===== src/rtl/fan_readout_defs.vh =====
/*
 * Constants for the fan speed and duty readout register bank:
 * register offsets, reset values, field positions and timing counts.
 * Assumes the includer uses the values with the widths given here.
 */
`ifndef FAN_READOUT_DEFS_VH
`define FAN_READOUT_DEFS_VH

// Register offsets
`define OFS_FAN1_COUNT_LOW 8'h28
`define OFS_FAN1_COUNT_HIGH 8'h29
`define OFS_FAN2_COUNT_LOW 8'h2a
`define OFS_FAN2_COUNT_HIGH 8'h2b
`define OFS_FAN3_COUNT_LOW 8'h2c
`define OFS_FAN3_COUNT_HIGH 8'h2d
`define OFS_FAN4_COUNT_LOW 8'h2e
`define OFS_FAN4_COUNT_HIGH 8'h2f
`define OFS_DRIVE1_DUTY 8'h30
`define OFS_DRIVE2_DUTY 8'h31
`define OFS_DRIVE3_DUTY 8'h32
`define OFS_MAKER_ID 8'h3e
`define OFS_VERSION 8'h3f

// Reset values
`define RST_SPEED_COUNT 16'hffff
`define RST_SPEED_HIGH 8'hff
`define RST_DRIVE_DUTY 8'hff
`define DUTY_ZERO 8'h00
`define DUTY_FULL 8'hff

// Version register fields
`define VERSION_MSB 7
`define VERSION_LSB 4
`define STEP_MSB 3
`define STEP_LSB 0

// Timing: clock rate, tach reference rate and refresh interval
`define CLK_HZ 50000000
`define REF_HZ 90000
`define REF_DIV ((`CLK_HZ + `REF_HZ / 2) / `REF_HZ)
`define REFRESH_MS 1000
`define REFRESH_CYCLES ((`CLK_HZ / 1000) * `REFRESH_MS)

`endif


===== src/rtl/fan_speed_duty_readout_regs.v =====
/*
 * Fan speed and duty readout register bank of a health monitor.
 * Measures four tach inputs against a 90 kHz reference, publishes counts
 * once per refresh interval, and holds three fan drive duty registers.
 * Assumes all inputs are synchronous to clk, and that mode, spin-up and
 * automatic duty come from the fan control logic outside this block.
 */
`include "fan_readout_defs.vh"
`default_nettype none

module fan_speed_duty_readout_regs #(
    parameter NUM_FANS = 4,
    parameter NUM_DRIVES = 3,
    parameter REFRESH_CYCLES = `REFRESH_CYCLES,
    parameter [7:0] MAKER_ID = 8'h5a,        // Arbitrary value
    parameter [3:0] MONITOR_VERSION = 4'h3,  // Arbitrary value
    parameter [3:0] STEPPING = 4'h2          // Arbitrary value
) (
    // Clock and reset
    input wire clk,
    input wire rst,
    // Register port
    input wire [7:0] addr,
    input wire rd_en,
    input wire wr_en,
    input wire [7:0] wdata,
    output reg [7:0] rdata_ff,
    output reg rd_valid_ff,
    // Fan tach inputs and revolution select
    input wire [NUM_FANS-1:0] tach_in,
    input wire [NUM_FANS-1:0] pulses_per_revolution_select,
    // Fan control state from the mode logic
    input wire [NUM_DRIVES-1:0] manual_mode,
    input wire [NUM_DRIVES-1:0] spin_up,
    input wire [NUM_DRIVES*8-1:0] applied_duty,
    // Drive outputs
    output wire [NUM_DRIVES*8-1:0] drive_duty,
    output reg [NUM_DRIVES-1:0] fan_drive_output
);

    localparam [31:0] REF_DIV_CYC = `REF_DIV;
    localparam [31:0] REFRESH_CYC = REFRESH_CYCLES;

    // Tach channel index of an address, valid only inside the tach range
    function [1:0] tach_index;
        input [7:0] a;
        reg [7:0] d;
        begin
            d = a - `OFS_FAN1_COUNT_LOW;
            tach_index = d[2:1];
        end
    endfunction

    function is_tach;
        input [7:0] a;
        begin
            is_tach = (a >= `OFS_FAN1_COUNT_LOW) && (a <= `OFS_FAN4_COUNT_HIGH);
        end
    endfunction

    // 90 kHz reference enable, one clock wide
    reg [15:0] ref_div_ff;
    reg ref_tick_ff;
    always @(posedge clk) begin
        if (rst) begin
            ref_div_ff <= 16'h0000;
            ref_tick_ff <= 1'b0;
        end else if (ref_div_ff == REF_DIV_CYC[15:0] - 16'h0001) begin
            ref_div_ff <= 16'h0000;
            ref_tick_ff <= 1'b1;
        end else begin
            ref_div_ff <= ref_div_ff + 16'h0001;
            ref_tick_ff <= 1'b0;
        end
    end

    // Refresh enable; wide counter so long intervals fit.
    // The interval is a parameter so a bench can shorten it; a real
    // part keeps the one second default or readings go stale too fast.
    // once per second
    reg [31:0] refresh_cnt_ff;
    reg refresh_tick_ff;
    always @(posedge clk) begin
        if (rst) begin
            refresh_cnt_ff <= 32'h00000000;
            refresh_tick_ff <= 1'b0;
        end else if (refresh_cnt_ff == REFRESH_CYC - 32'h00000001) begin
            refresh_cnt_ff <= 32'h00000000;
            refresh_tick_ff <= 1'b1;
        end else begin
            refresh_cnt_ff <= refresh_cnt_ff + 32'h00000001;
            refresh_tick_ff <= 1'b0;
        end
    end

    wire [NUM_FANS*16-1:0] speed_flat;

    genvar f;
    generate
        // One measuring channel per fan. Each times whole revolutions in
        // reference ticks and keeps the last capture until the refresh
        // tick publishes it; a fan with no full turn publishes all ones.
        for (f = 0; f < NUM_FANS; f = f + 1) begin : g_tach
            reg tach_prev_ff;
            reg half_ff;
            reg armed_ff;
            reg seen_ff;
            reg [15:0] run_cnt_ff;
            reg [15:0] capt_ff;
            reg [15:0] speed_ff;
            wire rise = tach_in[f] & ~tach_prev_ff;
            // one or two pulses per turn
            wire rev_done = rise & (~pulses_per_revolution_select[f] | half_ff);

            // Revolution timing in reference ticks, saturating at all ones
            // count reference per revolution
            always @(posedge clk) begin
                if (rst) begin
                    tach_prev_ff <= 1'b0;
                    half_ff <= 1'b0;
                    armed_ff <= 1'b0;
                    seen_ff <= 1'b0;
                    run_cnt_ff <= 16'h0000;
                    capt_ff <= `RST_SPEED_COUNT;
                end else begin
                    tach_prev_ff <= tach_in[f];
                    if (rise)
                        half_ff <= pulses_per_revolution_select[f] & ~half_ff;
                    if (rev_done) begin
                        // First boundary only starts timing; partial turn discarded
                        armed_ff <= 1'b1;
                        run_cnt_ff <= 16'h0000;
                        if (armed_ff) begin
                            capt_ff <= run_cnt_ff;
                        end
                    end else if (ref_tick_ff && run_cnt_ff != 16'hffff) begin
                        run_cnt_ff <= run_cnt_ff + 16'h0001;
                    end
                    // New revolution wins over the refresh clear
                    if (rev_done && armed_ff)
                        seen_ff <= 1'b1;
                    else if (refresh_tick_ff)
                        seen_ff <= 1'b0;
                end
            end

            // Published count, all ones after reset or without a full turn
            // stopped reads all ones
            always @(posedge clk) begin
                if (rst)
                    speed_ff <= `RST_SPEED_COUNT;
                else if (refresh_tick_ff)
                    speed_ff <= seen_ff ? capt_ff : `RST_SPEED_COUNT;
            end
            assign speed_flat[f*16 +: 16] = speed_ff;
        end
    endgenerate

    // Free-running PWM phase shared by all drive outputs.
    // A 256 clock period keeps the compare a plain 8 bit one; the cost
    // is a fixed PWM frequency tied to the clock rate.
    reg [7:0] pwm_phase_ff;
    always @(posedge clk) begin
        if (rst)
            pwm_phase_ff <= 8'h00;
        else
            pwm_phase_ff <= pwm_phase_ff + 8'h01;
    end

    wire [NUM_DRIVES*8-1:0] duty_read;

    genvar d;
    generate
        for (d = 0; d < NUM_DRIVES; d = d + 1) begin : g_drive
            reg [7:0] manual_duty_ff;
            localparam integer MY_IDX = `OFS_DRIVE1_DUTY + d;
            wire [7:0] my_ofs = MY_IDX[7:0];
            wire [7:0] eff = manual_mode[d] ? manual_duty_ff : applied_duty[d*8 +: 8];

            // Manual duty store; write dropped outside manual mode
            // manual write sets duty
            always @(posedge clk) begin
                if (rst)
                    manual_duty_ff <= `RST_DRIVE_DUTY;
                else if (wr_en && addr == my_ofs && manual_mode[d])
                    manual_duty_ff <= wdata;
            end

            assign duty_read[d*8 +: 8] = (!manual_mode[d] && spin_up[d]) ? `DUTY_ZERO : eff;
            assign drive_duty[d*8 +: 8] = eff;

            always @(posedge clk) begin
                if (rst)
                    fan_drive_output[d] <= 1'b1;
                else
                    fan_drive_output[d] <= (eff == `DUTY_FULL) || (pwm_phase_ff < eff);
            end
        end
    endgenerate

    // Shared high-byte latch
    reg [7:0] high_latch_ff;
    reg [7:0] nxt_rdata;
    reg [15:0] sel_speed;

    // Read decode; unmapped offsets read zero
    // four tach channels
    always @* begin
        sel_speed = speed_flat[tach_index(addr)*16 +: 16];
        nxt_rdata = 8'h00;
        case (addr)
            `OFS_FAN1_COUNT_LOW,
            `OFS_FAN2_COUNT_LOW,
            `OFS_FAN3_COUNT_LOW,
            `OFS_FAN4_COUNT_LOW: begin
                // Low byte straight from the published count
                nxt_rdata = sel_speed[7:0];
            end
            `OFS_FAN1_COUNT_HIGH,
            `OFS_FAN2_COUNT_HIGH,
            `OFS_FAN3_COUNT_HIGH,
            `OFS_FAN4_COUNT_HIGH: begin
                nxt_rdata = high_latch_ff;
            end
            `OFS_DRIVE1_DUTY: begin
                nxt_rdata = duty_read[7:0];
            end
            `OFS_DRIVE2_DUTY: begin
                nxt_rdata = duty_read[15:8];
            end
            `OFS_DRIVE3_DUTY: begin
                nxt_rdata = duty_read[23:16];
            end
            `OFS_MAKER_ID: begin
                nxt_rdata = MAKER_ID;
            end
            `OFS_VERSION: begin
                nxt_rdata[`VERSION_MSB:`VERSION_LSB] = MONITOR_VERSION;
                nxt_rdata[`STEP_MSB:`STEP_LSB] = STEPPING;
            end
            default: begin
                nxt_rdata = 8'h00;
            end
        endcase
    end

    // Read data and valid flag, one cycle after the request
    always @(posedge clk) begin
        if (rst) begin
            rdata_ff <= 8'h00;
            rd_valid_ff <= 1'b0;
        end else begin
            rd_valid_ff <= rd_en;
            if (rd_en)
                rdata_ff <= nxt_rdata;
        end
    end

    // Shared high-byte latch, caught with the low byte read.
    // One latch serves all four channels, so a low read of another
    // channel before the high read overwrites it; software must pair them.
    // The latch keeps a refresh between the two reads from tearing a count.
    // low read latches high
    always @(posedge clk) begin
        if (rst)
            high_latch_ff <= `RST_SPEED_HIGH;
        else if (rd_en && is_tach(addr) && !addr[0])
            high_latch_ff <= sel_speed[15:8];
    end

endmodule

`default_nettype wire


===== config.mk =====
export PLATFORM = sky130hd
export DESIGN_NAME = fan_speed_duty_readout_regs
export DESIGN_NICKNAME = d
export VERILOG_FILES = /design/src/rtl/fan_speed_duty_readout_regs.v
export VERILOG_INCLUDE_DIRS = /design/src /design/src/rtl
export SDC_FILE = /design/constraint.sdc
export NUM_CORES = 1
export LEC_CHECK = 0
export BUFFER_PORTS_ARGS = -buffer_cell sky130_fd_sc_hd__buf_4
export CORE_MARGIN = 3
export CORE_UTILIZATION = 25
export CTS_BUF_LIST = sky130_fd_sc_hd__clkbuf_8
export DETAILED_ROUTE_END_ITERATION = 7
export GPL_ROUTABILITY_DRIVEN = 0
export PLACE_DENSITY = 0.48
export SYNTH_ARGS = -nofsm -noshare
export SYNTH_HDL_FRONTEND = slang
export SYNTH_SLANG_ARGS = --single-unit

===== constraint.sdc =====
create_clock -name clk -period 3.1 [get_ports clk]
set_clock_uncertainty 0.05 [all_clocks]
set_input_delay 0.62 -clock clk [delete_from_list [all_inputs] [get_ports clk]]
set_output_delay 0.62 -clock clk [all_outputs]
set_load 0.02 [all_outputs]

==> results.tsv <==
stage	metric	value	unit
run_status	status	completed	
setup_path	cp_data_arrival_time	2.77	ns
global_routing	gr-total-overflow	0	
logic_synthesis	yosysUniqueCellTypes	67	
finish	fillers	5715	
die	die_h	241	um
timing	max_freq	428	MHz
run	drv_cap	0	
logic_synthesis	yosysWarnings	0	
clocking	cts_sinks	310	
die	core_area	54300	sq um
setup_path	setup.worst_path.start_class	flop	
route	route.detailed.drc	0	
die	die_width	241	um
finish	final_common_cell	dfxtp_1	
setup_path	crit_path_max_fanout	17	
timing	post-route-period-util	0.754	
logic_synthesis	syn_inst	1609	
global_routing	first_global_vias	11300	
logic_synthesis	ys_async_sr_fraction	0	
finish	final_cell_mix	309 x dfxtp_1, 281 x nand2_1, 136 x nor2_1, 111 x nand3_1, 103 x buf_4	
route	ant_nets	0	
route	first_iter_violations	624	
clocking	cts_made_buffers	57	
finish	antenna_cells	0	
timing	grt_setup_unrepaired	no	
setup_path	critical_path_class	reg2reg	
power_and_ir_drop	vdd_drop_max	0.241	mV
placement	place_hpwl	28.7	mm
die	io_pins	94	
clocking	clk_latency	0.62	ns
finish	area_growth_syn_to_layout	19.2	%
route	route.vias.total	11700	
power_and_ir_drop	p_leak	6.41	nW
clocking	hold_buffers	0	
power_and_ir_drop	powerDensity	536	nW/um^2
route	drt_wl_total	39.7	mm
global_routing	grt_first_pass_wirelength	62.0	mm
die	start_util	0.255	
placement	io_buffers	93	
route	avgViaCountPerCell	4.72	
logic_synthesis	syn_area	13900	sq um
timing	fin_crit	2.34	ns
timing	setup_violations	0	
logic_synthesis	synth_top_flop_cell	dfxtp_1	
timing	drv_slew	0	
finish	fin_area	16500	sq um
placement	postPlaceCellArea	15300	sq um
logic_synthesis	syn_avg_cell_area	8.62	sq um
clocking	h-tree-depth	2	
finish	final_util	0.304	
clocking	cts_setup_buffers	0	
global_routing	grt_start_max_net_pins	83	
clocking	cts_tree	yes	
clocking	clockRootBuffer	clkbuf_8	
setup_path	end_kind	flop	
die	rows	85	
timing	setup-tns-final	0	ns
logic_synthesis	synth_seq_cells	310	
finish	fin_nets	1771	
timing	max-slew-margin-rel	0.425	
clocking	clkTransAtPathRegs	0.06	ns
hold_path	hp-class	in2reg	
clocking	post_cts_resized	0	
clocking	clk_path_buf_depth	3	
logic_synthesis	synth_nets	1695	
logic_synthesis	ys_seq_area_frac	0.448	
logic_synthesis	synth_edf_count	0	
global_routing	grt_use_total	0.133	
route	wl_per_cell	16.0	um
timing	tightest_slew	0.855	ns
die	dieArea	58300	sq um
timing	hold_viol	0	
finish	layout-drive-gt1-share	0.132	
setup_path	critPathRequiredTime	3.53	ns
global_routing	antenna_found_initial	0	
route	drt-pass1-iter-count	5	
## synthesized netlist by cell type (12+ instances only)
library cell | number | area [sq um]
nor2b_1 | 21 | 131
inv_1 | 43 | 161
mux4_2 | 15 | 338
clkbuf_1 | 70 | 263
and3_1 | 24 | 150
o211ai_1 | 12 | 90.1
a21oi_1 | 46 | 230
or3_1 | 16 | 100
nor2_1 | 136 | 510
o21ai_0 | 42 | 210
nor4_1 | 12 | 75.1
ha_1 | 28 | 350
nand3b_1 | 20 | 150
nand4_1 | 37 | 231
nand2_1 | 281 | 1050
xnor2_1 | 36 | 315
and4_1 | 19 | 166
o22ai_1 | 48 | 300
nand3_1 | 111 | 556
xor2_1 | 44 | 385
dfxtp_1 | 310 | 6210
nor3_1 | 31 | 155
mux2i_1 | 55 | 551
nand2b_1 | 14 | 87.6
## power by group
part           leakage (nW)  switching [mW]  internal (mW)  total (mW)
clock                 0.731            1.75           2.51        4.27
sequential             2.51          0.0506           4.04        4.09
combinational          3.17           0.300          0.196       0.495
## logic make-up after synthesis
group,after synthesis,share of synthesized area
fa+ha+maj,28,0.0253
compound gates,214,0.101
mux,75,0.0681
simple gates,770,0.271
buf+inv,132,0.0368
xor+xnor,80,0.0505
flops,310,0.448
## per-layer routing
layer	wire length [um]	up-vias	global-route usage	part of all wire
met2	17600	288	0.216	0.44
met4	1280	0	0.0520	0.032
met1	18600	5427	0.175	0.47
li1	-	5855	-	-
met5	0	-	0	0
met3	2170	87	0.0231	0.055
## critical path, cell delays in order (launching register included)
cell and delay, ns:
dfxtp_1 0.34, or4_4 0.58, nor4_4 0.36, nand2_1 0.24, o21ai_4 0.52, nor2_1 0.10
## cell type report
cell class                 instances  area [sq um]  share of cell area
inverter                          44           168              0.0101
tap                              739           925              0.0560
clock buffer                      69           950              0.0575
timing repair buffer             105           813              0.0492
sequential                       310          6210               0.376
multi-input combinational       1167          7150               0.432
clock inverter                    38           317              0.0192
## per-stage QoR
stage	hold slack (ns)	power, mW	std cells	setup WS, ns
2_1_floorplan	0.378	4.47	1609	0.632
3_3_place_gp	0.395	4.67	2365	0.656
3_5_place_dp	0.401	4.68	2365	0.637
4_1_cts	0.132	9.03	2472	0.710
6_report	0.198	8.86	2472	0.762
5_1_grt	0.166	9.23	2472	0.522
## final timing paths
path                                           start                            endpoint  slack, ns  depth (start not counted)
hold / removal                            tach_in[0]   g_tach[0].tach_prev_ff$_SDFF_PP0_       0.20                          2
setup reg to reg       refresh_cnt_ff[11]$_SDFF_PP0_        refresh_cnt_ff[3]$_SDFF_PP0_       0.76                          5
hold reg to reg   g_tach[3].capt_ff[10]$_SDFFE_PP1P_  g_tach[3].capt_ff[10]$_SDFFE_PP1P_       0.41                          2
setup / recovery       refresh_cnt_ff[11]$_SDFF_PP0_        refresh_cnt_ff[3]$_SDFF_PP0_       0.76                          5
## sequential cells by signal (all words and copies together) (netlist names)
register                cells
g_drive.manual_duty_ff     24
rd_valid_ff                 1
rdata_ff                    8
ref_div_ff                 16
high_latch_ff               8
fan_drive_output            3
g_tach.capt_ff             64
g_tach.tach_prev_ff         4
ref_tick_ff                 1
g_tach.speed_ff            64
g_tach.seen_ff              4
g_tach.armed_ff             4
refresh_cnt_ff             32
pwm_phase_ff                8
g_tach.run_cnt_ff          64
refresh_tick_ff             1
g_tach.half_ff              4
Power figures use the tool's default switching activity.
